--- config.mk ---
export PLATFORM = sky130hd
export DESIGN_NAME = msp_top
export DESIGN_NICKNAME = d
export VERILOG_FILES = /design/src/hw/msp_pkg.sv /design/src/hw/msp_top.sv
export SDC_FILE = /design/constraint.sdc
export NUM_CORES = 2
export LEC_CHECK = 0
export BUFFER_PORTS_ARGS = -buffer_cell sky130_fd_sc_hd__buf_2
export CORE_MARGIN = 1.5
export CORE_UTILIZATION = 50
export CTS_CLUSTER_SIZE = 28
export DETAILED_ROUTE_END_ITERATION = 12
export PLACE_DENSITY = 0.66
export SLEW_MARGIN = 20
export SYNTH_ARGS = -nofsm -noshare
export SYNTH_HDL_FRONTEND = slang
export SYNTH_HIERARCHICAL = 1
export SYNTH_SLANG_ARGS = --single-unit
--- constraint.sdc ---
create_clock -name clk_sys -period 5.1 [get_ports clk_sys]
set_clock_uncertainty 0.15 [all_clocks]
set_input_delay 0.765 -clock clk_sys [delete_from_list [all_inputs] [get_ports clk_sys]]
set_output_delay 0.765 -clock clk_sys [all_outputs]
set_load 0.005 [all_outputs]
--- src/hw/msp_pkg.sv ---
// Constants and types for the multimode serial port block
package msp_pkg;
    localparam int NPORT = 5;
    localparam int FIFO_DEPTH = 8;
    // Baud base: 16x clock for divisor 1 = 115200, made by a phase accumulator
    localparam longint unsigned CLK_HZ = 200_000_000;
    localparam longint unsigned BASE_HZ = 1_843_200;
    localparam longint unsigned EXT_MULT = 4;
    localparam int ACC_W = 24;
    localparam logic [ACC_W-1:0] ACC_INC = ACC_W'((BASE_HZ << ACC_W) / CLK_HZ);
    localparam logic [ACC_W-1:0] ACC_INC_FAST = ACC_W'(((BASE_HZ * EXT_MULT) << ACC_W) / CLK_HZ);
    // UART register offsets
    localparam logic [2:0] UR_DATA = 3'h0;
    localparam logic [2:0] UR_IER  = 3'h1;
    localparam logic [2:0] UR_IIR  = 3'h2;
    localparam logic [2:0] UR_LCR  = 3'h3;
    localparam logic [2:0] UR_MCR  = 3'h4;
    localparam logic [2:0] UR_LSR  = 3'h5;
    localparam logic [2:0] UR_MSR  = 3'h6;
    localparam logic [2:0] UR_SCR  = 3'h7;
    // Field positions
    localparam int LCR_STB = 2;
    localparam int LCR_PEN = 3;
    localparam int LCR_EPS = 4;
    localparam int LCR_BRK = 6;
    localparam int LCR_DLAB = 7;
    localparam int MCR_DTR = 0;
    localparam int MCR_RTS = 1;
    localparam int MCR_OUT2 = 3;
    localparam int DLM_EXT = 7;
    localparam int FCR_RXCLR = 1;
    localparam int FCR_TXCLR = 2;
    localparam int IER_RX = 0;
    localparam int IER_THRE = 1;
    localparam int IER_LS = 2;
    localparam int IER_MS = 3;
    localparam int SY_RXD = 0;
    localparam int SY_CTSP = 1;
    localparam int SY_DCD = 2;
    localparam int SY_DSR = 3;
    localparam int SY_RI = 4;
    localparam logic [3:0] IIR_NONE = 4'h1;
    localparam logic [3:0] IIR_LS   = 4'h6;
    localparam logic [3:0] IIR_RX   = 4'h4;
    localparam logic [3:0] IIR_THRE = 4'h2;
    localparam logic [3:0] IIR_MS   = 4'h0;
    localparam logic [3:0] OVS_MID  = 4'h7;
    localparam logic [3:0] OVS_LAST = 4'hF;
    // Setup space
    localparam logic [15:0] CFG_BASE  = 16'h0CC0;
    localparam logic [1:0] CFG_CTRL   = 2'h0;
    localparam logic [1:0] CFG_BASELO = 2'h1;
    localparam logic [1:0] CFG_BASEHI = 2'h2;
    localparam logic [2:0] CFG_TRCTL  = 3'h5;
    localparam int CTRL_EN = 0;
    localparam int CTRL_AUTO = 3;
    localparam logic [NPORT-1:0][15:0] RST_BASE =
        {16'h02E0, 16'h02E8, 16'h03E8, 16'h02F8, 16'h03F8};
    localparam logic [NPORT-1:0][3:0] RST_IRQ = {4'h5, 4'hB, 4'hA, 4'h3, 4'h4};

    typedef enum logic [1:0] {
        MSP_RS232 = 2'b00,
        MSP_RS422 = 2'b01,
        MSP_RS485 = 2'b10
    } msp_mode_t;

    typedef struct packed {
        logic        en;
        msp_mode_t   mode;
        logic        auto_dir;
        logic [3:0]  irq_sel;
        logic [15:0] base;
        logic [7:0]  dll;
        logic [7:0]  dlm;
        logic [7:0]  lcr;
        logic [7:0]  scr;
        logic [7:0]  rbr;
        logic [3:0]  ier;
        logic [4:0]  mcr;
        logic        dr;
        logic        oe;
        logic        pe;
        logic        fe;
        logic        thre_pend;
        logic        thre_q;
        logic [3:0]  msr_d;
        logic [3:0]  msr_q;
        logic [4:0]  s1;
        logic [4:0]  s2;
        logic [15:0] div_cnt;
        logic        tx_busy;
        logic [11:0] tx_sh;
        logic [3:0]  tx_bits;
        logic [3:0]  tx_sub;
        logic        rx_act;
        logic [9:0]  rx_sh;
        logic [3:0]  rx_idx;
        logic [3:0]  rx_sub;
        logic        out_tx;
        logic        out_rts;
        logic        drv;
    } msp_port_t;

    typedef struct packed {
        msp_port_t [NPORT-1:0] port;
        logic [NPORT-1:0]      trctl;
        logic [ACC_W-1:0]      acc_b;
        logic [ACC_W-1:0]      acc_f;
        logic [7:0]            rdata;
        logic [15:0]           irq;
        logic                  dtr;
    } msp_state_t;
endpackage : msp_pkg

--- src/hw/msp_top.sv ---
// Five-port multimode serial controller with its transmit FIFO
//
// The strobed register port and the register offsets were chosen for this implementation.
`timescale 1ns/10ps
`default_nettype none

module msp_fifo #(
    parameter int WIDTH = 8,
    parameter int DEPTH = 8
) (
    input  wire logic             clk_sys,
    input  wire logic             reset,
    input  wire logic             ce,
    input  wire logic             flush,
    input  wire logic             in_valid,
    output logic                  in_ready,
    input  wire logic [WIDTH-1:0] in_data,
    output logic                  out_valid,
    input  wire logic             out_ready,
    output logic      [WIDTH-1:0] out_data
);
    localparam int AW = $clog2(DEPTH);
    typedef struct packed {
        logic [DEPTH-1:0][WIDTH-1:0] mem;
        logic [AW-1:0]               wp;
        logic [AW-1:0]               rp;
        logic [AW:0]                 cnt;
    } msp_fifo_st_t;
    msp_fifo_st_t st_ff, nxt_st;
    logic push, pop;

    assign in_ready  = st_ff.cnt != (AW+1)'(DEPTH);
    assign out_valid = st_ff.cnt != '0;
    assign out_data  = st_ff.mem[st_ff.rp];

    // Pointer walk; flush wins over any push or pop in the same cycle
    always_comb begin
        nxt_st = st_ff;
        push = in_valid && in_ready;
        pop  = out_valid && out_ready;
        if (flush) begin
            nxt_st.rp  = st_ff.wp;
            nxt_st.cnt = '0;
        end else begin
            if (push) begin
                nxt_st.mem[st_ff.wp] = in_data;
                nxt_st.wp = (st_ff.wp == AW'(DEPTH - 1)) ? '0 : st_ff.wp + 1'b1;
            end
            if (pop) begin
                nxt_st.rp = (st_ff.rp == AW'(DEPTH - 1)) ? '0 : st_ff.rp + 1'b1;
            end
            nxt_st.cnt = st_ff.cnt + (AW+1)'(push) - (AW+1)'(pop);
        end
    end

    always_ff @(posedge clk_sys) begin
        if (reset) begin
            st_ff <= '0;
        end else if (ce) begin
            st_ff <= nxt_st;
        end
    end
endmodule : msp_fifo

module msp_top
    import msp_pkg::*;
(
    input  wire logic              clk_sys,
    input  wire logic              reset,
    input  wire logic              ce,
    input  wire logic [15:0]       bus_addr,
    input  wire logic [7:0]        bus_wdata,
    input  wire logic              bus_wr,
    input  wire logic              bus_rd,
    output logic      [7:0]        bus_rdata,
    input  wire logic [NPORT-1:0]  line_rxd,
    input  wire logic [NPORT-1:0]  line_ctsp,
    output logic      [NPORT-1:0]  line_txd,
    output logic      [NPORT-1:0]  line_rtsp,
    output logic      [NPORT-1:0]  line_drv_en,
    input  wire logic              com1_dcd,
    input  wire logic              com1_dsr,
    input  wire logic              com1_ri,
    output logic                   com1_dtr,
    output logic      [15:0]       irq_line
);
    import msp_pkg::*;

    msp_state_t st_ff, nxt_st;
    logic [NPORT-1:0]       push, pop, flush, fifo_rdy, fifo_ov;
    logic [NPORT-1:0][7:0]  fifo_dat;

    // Build one character frame: start, data, optional parity, stop bits
    function automatic logic [15:0] msp_frame(input logic [7:0] d, input logic [7:0] lcr);
        logic [11:0] f;
        logic [3:0]  wl;
        logic [3:0]  n;
        logic        par;
        f   = 12'hFFF;
        wl  = 4'h5 + {2'h0, lcr[1:0]};
        par = (^(d & (8'hFF >> (4'h8 - wl)))) ^ ~lcr[LCR_EPS];
        f[0] = 1'b0;
        for (int j = 0; j < 8; j++) begin
            if (j < int'(wl)) f[j+1] = d[j];
        end
        if (lcr[LCR_PEN]) f[wl+4'h1] = par;
        n = 4'h1 + wl + {3'h0, lcr[LCR_PEN]} + (lcr[LCR_STB] ? 4'h2 : 4'h1);
        return {n, f};
    endfunction : msp_frame

    // One transmit FIFO per port, pins driven from registered state
    for (genvar g = 0; g < NPORT; g++) begin : g_port
        msp_fifo #(.WIDTH(8), .DEPTH(FIFO_DEPTH)) u_txq (
            .clk_sys   (clk_sys),
            .reset     (reset),
            .ce        (ce),
            .flush     (flush[g]),
            .in_valid  (push[g]),
            .in_ready  (fifo_rdy[g]),
            .in_data   (bus_wdata),
            .out_valid (fifo_ov[g]),
            .out_ready (pop[g]),
            .out_data  (fifo_dat[g])
        );
        assign line_txd[g]    = st_ff.port[g].out_tx;
        assign line_rtsp[g]   = st_ff.port[g].out_rts;
        assign line_drv_en[g] = st_ff.port[g].drv;
    end

    assign bus_rdata = st_ff.rdata;
    assign irq_line  = st_ff.irq;
    assign com1_dtr  = st_ff.dtr;

    msp_port_t  c, p;
    logic       cb, cf, cfg_hit, hit, ext, tk, os, rxin, cts, diff, txb, thre;
    logic [15:0] dv, fr;
    logic [3:0]  id, wl, k, msr_now;
    logic [7:0]  rv, dm;
    logic [9:0]  tmp;

    always_comb begin
        nxt_st = st_ff;
        push = '0;
        pop = '0;
        flush = '0;
        c = '0;
        p = '0;
        hit = 1'b0;
        ext = 1'b0;
        tk = 1'b0;
        os = 1'b0;
        rxin = 1'b1;
        cts = 1'b0;
        diff = 1'b0;
        txb = 1'b1;
        thre = 1'b0;
        dv = '0;
        fr = '0;
        id = IIR_NONE;
        wl = '0;
        k = '0;
        msr_now = '0;
        rv = '0;
        dm = '0;
        tmp = '0;
        nxt_st.rdata = 8'h00;
        nxt_st.irq = 16'h0000;
        // Shared baud bases; carries give normal and 4x 16x-ticks
        {cb, nxt_st.acc_b} = {1'b0, st_ff.acc_b} + {1'b0, ACC_INC};
        {cf, nxt_st.acc_f} = {1'b0, st_ff.acc_f} + {1'b0, ACC_INC_FAST};
        cfg_hit = bus_addr[15:5] == CFG_BASE[15:5];
        if (cfg_hit && bus_addr[4:2] == CFG_TRCTL && bus_addr[1:0] == 2'h0) begin
            if (bus_wr) nxt_st.trctl = bus_wdata[NPORT-1:0];
            if (bus_rd) nxt_st.rdata = {3'h0, st_ff.trctl};
        end
        for (int i = 0; i < NPORT; i++) begin
            c = st_ff.port[i];
            p = c;
            // differential modes exist on ports two to five only
            diff = (i != 0) && (c.mode != MSP_RS232);
            // Two-stage pin synchronisers
            p.s1 = {(i == 0) ? com1_ri : 1'b0, (i == 0) ? com1_dsr : 1'b0,
                    (i == 0) ? com1_dcd : 1'b0, line_ctsp[i], line_rxd[i]};
            p.s2 = c.s1;
            // RxD+ on the CTS position, RxD- on the RXD position
            rxin = diff ? c.s2[SY_CTSP] : c.s2[SY_RXD];
            cts  = diff ? 1'b1 : c.s2[SY_CTSP];
            // full modem lines only reach port one
            msr_now = {c.s2[SY_DCD], c.s2[SY_RI], c.s2[SY_DSR], cts};
            thre = !fifo_ov[i];
            // Interrupt identity, highest priority first
            if (c.ier[IER_LS] && (c.oe || c.pe || c.fe)) id = IIR_LS;
            else if (c.ier[IER_RX] && c.dr) id = IIR_RX;
            else if (c.ier[IER_THRE] && c.thre_pend) id = IIR_THRE;
            else if (c.ier[IER_MS] && (c.msr_d != 4'h0)) id = IIR_MS;
            else id = IIR_NONE;
            // firmware setup of enable, mode, interrupt and base
            if (cfg_hit && bus_addr[4:2] == 3'(i)) begin
                if (bus_wr && bus_addr[1:0] == CFG_CTRL) begin
                    p.en = bus_wdata[CTRL_EN];
                    // port one stays RS-232 whatever is written
                    p.mode = (i == 0) ? MSP_RS232 : msp_mode_t'(bus_wdata[2:1]);
                    p.auto_dir = bus_wdata[CTRL_AUTO];
                    p.irq_sel = bus_wdata[7:4];
                end
                if (bus_wr && bus_addr[1:0] == CFG_BASELO) p.base[7:0] = bus_wdata;
                if (bus_wr && bus_addr[1:0] == CFG_BASEHI) p.base[15:8] = bus_wdata;
                if (bus_rd) begin
                    case (bus_addr[1:0])
                        CFG_CTRL:   nxt_st.rdata = {c.irq_sel, c.auto_dir, c.mode, c.en};
                        CFG_BASELO: nxt_st.rdata = c.base[7:0];
                        CFG_BASEHI: nxt_st.rdata = c.base[15:8];
                        default:    nxt_st.rdata = 8'h00;
                    endcase
                end
            end
            // a disabled port ignores its address window
            hit = c.en && !cfg_hit && (bus_addr[15:3] == c.base[15:3]);
            if (hit && bus_wr) begin
                case (bus_addr[2:0])
                    UR_DATA: begin
                        if (c.lcr[LCR_DLAB]) p.dll = bus_wdata;
                        else begin
                            // A full FIFO drops the byte, so only push when it has room
                            push[i] = fifo_rdy[i];
                            p.thre_pend = 1'b0;
                        end
                    end
                    UR_IER: begin
                        if (c.lcr[LCR_DLAB]) p.dlm = bus_wdata;
                        else p.ier = bus_wdata[3:0];
                    end
                    UR_IIR: begin
                        if (bus_wdata[FCR_RXCLR]) p.dr = 1'b0;
                        flush[i] = bus_wdata[FCR_TXCLR];
                    end
                    UR_LCR:  p.lcr = bus_wdata;
                    UR_MCR:  p.mcr = bus_wdata[4:0];
                    UR_SCR:  p.scr = bus_wdata;
                    default: p.scr = c.scr;
                endcase
            end
            // UART reads and their clearing side effects
            if (hit && bus_rd) begin
                case (bus_addr[2:0])
                    UR_DATA: begin
                        rv = c.lcr[LCR_DLAB] ? c.dll : c.rbr;
                        if (!c.lcr[LCR_DLAB]) p.dr = 1'b0;
                    end
                    UR_IER: rv = c.lcr[LCR_DLAB] ? c.dlm : {4'h0, c.ier};
                    UR_IIR: begin
                        rv = {4'hC, id};
                        if (id == IIR_THRE) p.thre_pend = 1'b0;
                    end
                    UR_LCR: rv = c.lcr;
                    UR_MCR: rv = {3'h0, c.mcr};
                    UR_LSR: begin
                        rv = {1'b0, thre && !c.tx_busy, thre, 1'b0, c.fe, c.pe, c.oe, c.dr};
                        p.oe = 1'b0;
                        p.pe = 1'b0;
                        p.fe = 1'b0;
                    end
                    UR_MSR: begin
                        rv = {msr_now, c.msr_d};
                        p.msr_d = 4'h0;
                    end
                    default: rv = c.scr;
                endcase
                nxt_st.rdata = rv;
            end
            // Modem deltas; a change in the reading cycle still sets
            p.msr_q = msr_now;
            if (msr_now[0] != c.msr_q[0]) p.msr_d[0] = 1'b1;
            if (msr_now[1] != c.msr_q[1]) p.msr_d[1] = 1'b1;
            if (c.msr_q[2] && !msr_now[2]) p.msr_d[2] = 1'b1;
            if (msr_now[3] != c.msr_q[3]) p.msr_d[3] = 1'b1;
            // Empty transmit FIFO raises the pending THRE source
            p.thre_q = thre;
            if (thre && !c.thre_q) p.thre_pend = 1'b1;
            // divisor top bit selects the 4x base on ports two to five
            ext = (i != 0) && c.dlm[DLM_EXT];
            dv = ext ? {1'b0, c.dlm[6:0], c.dll} : {c.dlm, c.dll};
            tk = ext ? cf : cb;
            os = 1'b0;
            if (tk) begin
                if (c.div_cnt + 16'h0001 >= dv) begin
                    p.div_cnt = 16'h0000;
                    os = 1'b1;
                end else begin
                    p.div_cnt = c.div_cnt + 16'h0001;
                end
            end
            // Transmitter: 16 oversample ticks per bit
            if (c.tx_busy) begin
                if (os) begin
                    p.tx_sub = c.tx_sub + 4'h1;
                    if (c.tx_sub == OVS_LAST) begin
                        p.tx_sh = {1'b1, c.tx_sh[11:1]};
                        p.tx_bits = c.tx_bits - 4'h1;
                        if (c.tx_bits == 4'h1) p.tx_busy = 1'b0;
                    end
                end
            end else if (fifo_ov[i] && c.en) begin
                pop[i] = 1'b1;
                fr = msp_frame(fifo_dat[i], c.lcr);
                p.tx_bits = fr[15:12];
                p.tx_sh = fr[11:0];
                p.tx_sub = 4'h0;
                p.tx_busy = 1'b1;
            end
            // Receiver: mid-bit sampling, flags set after any clearing read
            wl = 4'h5 + {2'h0, c.lcr[1:0]};
            k = wl + {3'h0, c.lcr[LCR_PEN]} + 4'h1;
            if (os && c.en) begin
                if (!c.rx_act) begin
                    if (!rxin) begin
                        p.rx_act = 1'b1;
                        p.rx_sub = 4'h0;
                        p.rx_idx = 4'h0;
                    end
                end else begin
                    p.rx_sub = c.rx_sub + 4'h1;
                    if (c.rx_sub == OVS_MID) begin
                        if (c.rx_idx == 4'h0) begin
                            if (rxin) p.rx_act = 1'b0;
                            else p.rx_idx = 4'h1;
                        end else begin
                            p.rx_sh = {rxin, c.rx_sh[9:1]};
                            p.rx_idx = c.rx_idx + 4'h1;
                            if (c.rx_idx == k) begin
                                tmp = p.rx_sh >> (4'hA - k);
                                dm = tmp[7:0] & (8'hFF >> (4'h8 - wl));
                                p.rbr = dm;
                                if (c.dr && p.dr) p.oe = 1'b1;
                                p.dr = 1'b1;
                                if (!rxin) p.fe = 1'b1;
                                if (c.lcr[LCR_PEN] && (tmp[wl] != ((^dm) ^ ~c.lcr[LCR_EPS])))
                                    p.pe = 1'b1;
                                p.rx_act = 1'b0;
                            end
                        end
                    end
                end
            end
            // Line pins: idle mark, break forces space
            txb = (c.tx_busy ? c.tx_sh[0] : 1'b1) && !c.lcr[LCR_BRK];
            if (!c.en) begin
                p.out_tx = 1'b1;
                p.out_rts = 1'b0;
                p.drv = 1'b0;
            end else if (diff) begin
                // TxD+ on the RTS position, TxD- on the TXD position
                p.out_rts = txb;
                p.out_tx = !txb;
                if (c.auto_dir && i >= 1 && i <= 3) begin
                    p.drv = c.tx_busy || fifo_ov[i];
                end else begin
                    p.drv = st_ff.trctl[i];
                end
            end else begin
                p.out_tx = txb;
                p.out_rts = c.mcr[MCR_RTS];
                p.drv = 1'b1;
            end
            if (c.en && c.mcr[MCR_OUT2] && id != IIR_NONE) nxt_st.irq[c.irq_sel] = 1'b1;
            nxt_st.port[i] = p;
        end
        nxt_st.dtr = st_ff.port[0].en && st_ff.port[0].mcr[MCR_DTR];
    end

    // State register; clock enable freezes everything
    always_ff @(posedge clk_sys) begin
        if (reset) begin
            st_ff <= '0;
            for (int i = 0; i < NPORT; i++) begin
                st_ff.port[i].en <= 1'b1;
                st_ff.port[i].base <= RST_BASE[i];
                st_ff.port[i].irq_sel <= RST_IRQ[i];
                st_ff.port[i].out_tx <= 1'b1;
                st_ff.port[i].lcr <= 8'h03;
                st_ff.port[i].thre_q <= 1'b1;
            end
        end else if (ce) begin
            st_ff <= nxt_st;
        end
    end
endmodule : msp_top

`default_nettype wire

After elaboration in Yosys (flattened, before gate mapping)
Cells that the tools add are included.
W data, S select, Z words.
{"block": "word_totals", "out_inout_bits": 40, "wordCells": 1446, "reg_bits": 1190, "input_bits": 42}
{"block": "op_classes", "n_reduce_logical": 327, "eq_ne": 102, "bitwise": 44, "n_addsub": 87, "magnitude_cmp": 85, "mux": 541, "shift": 10}
{"cell": "$mux W8", "count": 46}
{"cell": "$bwmux W64", "count": 5}
{"cell": "$mux W21", "count": 15}
{"cell": "$mux W1", "count": 304}
{"cell": "$pmux W8 S7", "count": 5}
{"cell": "$reduce_and A3 Y1", "count": 58}
{"cell": "$mux W4", "count": 43}
{"cell": "$mux W16", "count": 10}
{"cell": "$logic_and A1 B1 Y1", "count": 122}
{"cell": "$bmux W8 S3", "count": 5}
{"cell": "$demux W8 S3", "count": 5}
{"cell": "$pmux W8 S3", "count": 5}
{"cell": "$mux W3", "count": 37}
{"cell": "$mux W17", "count": 5}
{"cell": "$add A16 B1 Y16 const B", "count": 5}
{"cell": "$add A4 B1 Y4 const B", "count": 20}
{"cell": "$and A8 B8 Y8", "count": 10}
{"cell": "$lt A3 B4 Y1 const A", "count": 20}
{"cell": "$reduce_and A4 Y1", "count": 20}
{"cell": "$reduce_xor A8 Y1", "count": 10}
{"cell": "$lt A4 B5 Y1 const B", "count": 15}
{"cell": "$mux W15", "count": 5}
{"cell": "$eq A13 B13 Y1", "count": 5}
{"cell": "$ge A16 B15 Y1", "count": 4}
{"cell": "other kinds (56)", "count": 417}

Depth between registers and ports, before layout
{"block": "logic_depth", "ltp_word": 20, "ltp_mapped": 19, "depth_no_buf": 16}

Hierarchy
The synthesis kept the hierarchy.
{"module": "msp_top", "instances": 1, "cells_per_inst": 5779, "area_each_um2": 47275.3}
{"module": "msp_fifo at g_port[1].u_txq ...", "instances": 3, "cells_per_inst": 331, "area_each_um2": 3697.3}
{"module": "msp_fifo at g_port[4].u_txq", "instances": 1, "cells_per_inst": 332, "area_each_um2": 3708.6}
{"module": "msp_fifo at g_port[0].u_txq", "instances": 1, "cells_per_inst": 331, "area_each_um2": 3694.8}

Worst setup path after synthesis
OpenSTA, ideal clock, no wires.
{"block": "synth_timing", "kind": "input port to flip-flop", "start": "input bus_addr[3]", "end": "register g_port[2].u_txq/st_ff[2] (netlist bit)", "t_arrival_ns": 3.821, "cell_stages": 14, "path_slack_ns": 0.999, "t_required_ns": 4.819, "setup_time_ns": 0.131, "path_buffers": 1, "cell_sequence": "clkbuf_1 -> xnor2_1 -> nand4_1 -> nor4_1 -> nand3_1 -> nor4_1 -> nand2_1 -> ha_1 -> inv_1 -> ha_1 -> fa_1 -> xor2_1 -> a2bb2oi_1 -> nor2_1"}
{"block": "synth_between", "elab_chain_len": 8, "word_cells_on_any_way": 9, "classes_between": "2 x add/sub; 1 x eq/ne; 3 x mux; 3 x reduce/logical"}
{"element": "start: declaration", "line_no": "msp_top.sv:71", "rtl": "input wire logic [15:0] bus_addr,"}
{"element": "$eq A13 B13 Y1", "line_no": "msp_top.sv:218", "rtl": "hit = c.en && !cfg_hit && (bus_addr[15:3] == c.base[15:3]);"}
{"element": "$logic_and A1 B1 Y1", "line_no": "msp_top.sv:218"}
{"element": "$logic_and A1 B1 Y1", "line_no": "msp_top.sv:219", "rtl": "if (hit && bus_wr) begin"}
{"element": "$mux W1", "line_no": "msp_top.sv:219"}
{"element": "net push[2]", "line_no": "msp_top.sv:90", "rtl": "logic [NPORT-1:0] push, pop, flush, fifo_rdy, fifo_ov;"}
{"element": "$logic_and A1 B1 Y1", "line_no": "msp_top.sv:39", "rtl": "push = in_valid && in_ready;"}
{"element": "$add A4 B1 Y4", "line_no": "msp_top.sv:52", "rtl": "nxt_st.cnt = st_ff.cnt + (AW+1)'(push) - (AW+1)'(pop);"}
{"element": "$sub A4 B1 Y4", "line_no": "msp_top.sv:52"}
{"element": "$mux W7", "line_no": "msp_top.sv:41", "rtl": "if (flush) begin"}
{"element": "end signal: assignment", "line_no": "msp_top.sv:60", "rtl": "st_ff <= nxt_st;"}
{"element": "end: declaration", "line_no": "msp_top.sv:29", "rtl": "msp_fifo_st_t st_ff, nxt_st;"}
The timed path passes the listed nets, and every way through them passes these cells.
A chain may end at the register's enable or synchronous reset.

==> results.txt <==
----------------------------------------------------
[Critical path]
  Reg2reg setup slack ... 0.46 ns
  Worst path required time ... 5.60 ns
  Startpoint of the worst register-to-register path ... st_ff[501]
  Biggest cell delay along the critical path ... 0.72 ns
  Worst path cell trace ... inv_1, ha_1, fa_1, inv_1, ha_1, o311ai_0, a2111oi_1, xor2_1, xnor2_1, xnor2_1, xnor2_1, xnor2_1, o21ai_0
  Setup Crit Path Kind ... reg2reg
  Launching element type of the critical path ... flop
  Library cell appearing most often on the critical path ... xnor2_1
  CP Data Arrival Time ... 5.15 ns
  Slowest cell on the critical path ... a2111oi_1
  Largest fanout of any net on the critical path ... 14
  Number of cells traversed by the worst register-to-register path ... 13
  Terminus of the critical flop-to-flop path ... st_ff[470]
  Critical path endpoint category ... flop

[Synth]
  Count of flip-flops with a built-in enable after synthesis ... 0
  Proportion of synthesized flip-flops having asynchronous set or reset ... 0%
  Total nets after synthesis ... 7,730
  Post-synthesis cell type count ... 119
  Cell Area, Synth ... 0.06577 mm^2
  Number of warnings issued by yosys ... 6
  Sequential fraction of the synthesis area ... 35.67%
  Cell with the most instances after synthesis ... dfxtp_1
  Synthesized instance count ... 7,435
  Main flop type after synthesis ... dfxtp_1
  Share of the synthesized area in the top cell type ... 35.67%
  Commonest cells in the netlist ... dfxtp_1 (1,172), nand2_1 (966), nor2_1 (784)
  Seq cells post-synth ... 1,172
  Post-synthesis average cell area ... 8.846 um^2
  Cell types with the largest area share after synthesis ... dfxtp_1 (36%), mux2i_1 (12%), nand2_1 (5.5%)
  Leading area contributor after synthesis ... dfxtp_1

[Clock tree]
  Clock insertion delay at the later pin of the skew report ... 0.78 ns
  Post-CTS setup buffers ... 0
  Maximum buffer depth of the clock tree ... 3
  CTS-repair resized insts ... 0
  Clk sink count ... 1,172
  Number of buffers inserted for hold repair after clock tree synthesis ... 0
  Clock tree from TritonCTS ... built
  Clock-pin slew on the worst setup and hold paths ... 0.06 ns
  Clock buffer count from CTS ... 135
  Root buffer selected by CTS ... clkbuf_16
  Number of levels the H-tree was split into ... 4

[Hold path]
  Worst hold path cell count ... 3
  Worst Hold Class ... in2reg
  Critical hold path startpoint ... line_ctsp[4]
  Hold Path Sink ... c[65]

[STA]
  Accumulated negative setup slack ... 0 ns
  Highest Clock Rate ... 0.2154 GHz
  Worst relative slew slack ... 23.99%
  Part of the cycle the worst path needs ... 91.03%
  Final hold slack ... 0.06470 ns
  Setup repair after global routing missed its margin ... no
  Worst slew pin tran ... 1.131 ns
  Setup violators final ... 0
  Total count of hold-check failures in the final report ... 0
  Final Max Tran Viols ... 0
  Minimum period implied by the final worst setup slack ... 4.643 ns

[Global routing]
  Aggregate global routing overflow ... 0
  GR Util All Layers ... 30.40%
  Maximum number of pins on one net before global-route repair ... 185
  Number of antenna violations at the first check in global routing ... 6
  Number of global-route vias before repair ... 52,308
  First-pass GRT wire length ... 317,000 um

[Cells and area]
  Layout overhead on the synthesized area ... 9.048%
  Number of nets at the end of the flow ... 7,589
  Post-route standard cell area excluding fillers ... 0.07172 mm^2
  Fillers ... 11,794
  Fraction of layout instances using a drive strength above 1 ... 9.811%

[Floorplanning]
  Core box area ... 0.1300 mm^2
  Die outline area ... 0.1337 mm^2
  Die extent in y ... 365.7 um
  Starting utilization of the core area ... 50.60%
  Std-Cell Rows ... 132
  X dimension of the die ... 365.7 um
  Number of primary I/O pins ... 82

[Route]
  Initial DRC count ... 6,265
  Detail-routed via count per cell ... 6.131
  First drt pass iteration count ... 9
  ANT nets after route ... 0
  Final routed wire length divided by cell count ... 22.68 um
  Routed wire length ... 207,500 um
  Remaining design rule violation count ... 0
  Via total after detailed routing ... 56,099

[Pwr]
  Worst VDD drop ... 0.2915 mV
  Leakage power ... 29.58 nW
  Power per cell area ... 284.3 mW/mm^2

[Status]
  Outcome ... complete, no violations

[Placement]
  Total of buffers placed on input and output ports ... 81
  Estimated wirelength of the detail-placed design ... 143,100 um
  Weighted congestion reported at the end of routability-driven placement ... 0.9965
  Total placed instance area ... 0.06717 mm^2

[Job]
  Max cap viols ... 0

----------------------------------------------------
## worst max-delay path by stage
| stage | from | endpoint | slack [ns] | depth (start not counted) |
|---|---|---|---|---|
| final | st_ff[501] | st_ff[470] | 0.46 | 13 |
| after global routing | st_ff[589] | st_ff[577] | 0.11 | 15 |
| after CTS | st_ff[501] | st_ff[470] | 0.54 | 13 |
| after detailed placement | bus_addr[3] | g_port[3].u_txq/st_ff[2] | 0.32 | 15 |
| after global placement | bus_addr[4] | g_port[3].u_txq/st_ff[2] | 0.22 | 15 |
| after floorplan | bus_addr[3] | g_port[2].u_txq/st_ff[2] | 1.0 | 14 |
## layout by cell type (no fill, tap or decap), drive strengths merged, types with 187 or more instances in the layout
master  count
nand3     239
a21oi     460
inv       251
ha        233
nor2      794
o21ai     267
dfxtp    1172
clkbuf    187
xnor2     209
buf       244
mux2i     762
nand2     972
## per-stage QoR
step	util (%)	setup WS, ns	cells	power (mW)
2_1_floorplan	-	0.9986	7435	10.21
3_3_place_gp	51.67	0.2222	8899	10.59
3_5_place_dp	51.67	0.3206	8899	10.60
4_1_cts	55.16	0.5399	9142	20.51
5_1_grt	55.17	0.1058	9145	20.97
6_report	55.18	0.4572	9150	20.39
## final cells by class
type / count / area [um^2] / area share (%)
sequential: 1172 / 23460 / 32.71
clock buffer: 187 / 3908 / 5.448
timing repair buffer: 244 / 1719 / 2.397
clock inverter: 56 / 620.6 / 0.8653
tap: 1742 / 2180 / 3.039
inverter: 247 / 932.1 / 1.300
antenna: 8 / 20.02 / 0.02791
multi-input combinational: 5494 / 38880 / 54.21
## routing by layer
metal | share of wire (%) | global-route usage (%)
met1 | 44 | 42.74
met3 | 8.5 | 5.106
met2 | 43 | 45.55
met5 | 0.013 | 0
met4 | 4.5 | 13.59
## cell families (layout without fill, tap and decap cells)
kind of cell,count (synthesis),in the layout,synth area share (%)
muxes,928,928,16.73
and+or+nand+nor,2643,2643,19.48
xor gates and xnor gates,297,297,4.143
AOI/OAI and AO/OA,1373,1373,13.63
adders and majority gates,253,253,5.041
buffers and inverters,769,734,5.291
other,0,8,0
DFF,1172,1172,35.67
## state kept, by name (all words and copies together) (netlist names)
name	flops
bus_rdata	8
c	140
com1_dtr	1
g_port.u_txq/st_ff	370
irq_line	16
line_drv_en	5
line_rtsp	5
line_txd	5
nxt_st	15
st_ff	607
## worst max-delay path: cells and delay by family, from the launching register on
| family | cells | cell delay (ns) |
|---|---|---|
| xor+xnor | 5 | 0.88 |
| compound gates | 3 | 1.18 |
| buf+inv | 2 | 0.27 |
| flops | 1 | 0.60 |
| fa+ha+maj | 3 | 1.45 |
## where the power goes
group | total (mW) | switching, mW | internal, mW
logic | 1.10 | 0.797 | 0.301
registers | 9.33 | 0.0934 | 9.24
clock network | 9.96 | 4.08 | 5.88
total | 20.4 | 4.97 | 15.4
No activity file was read; power rests on OpenSTA's default activity.
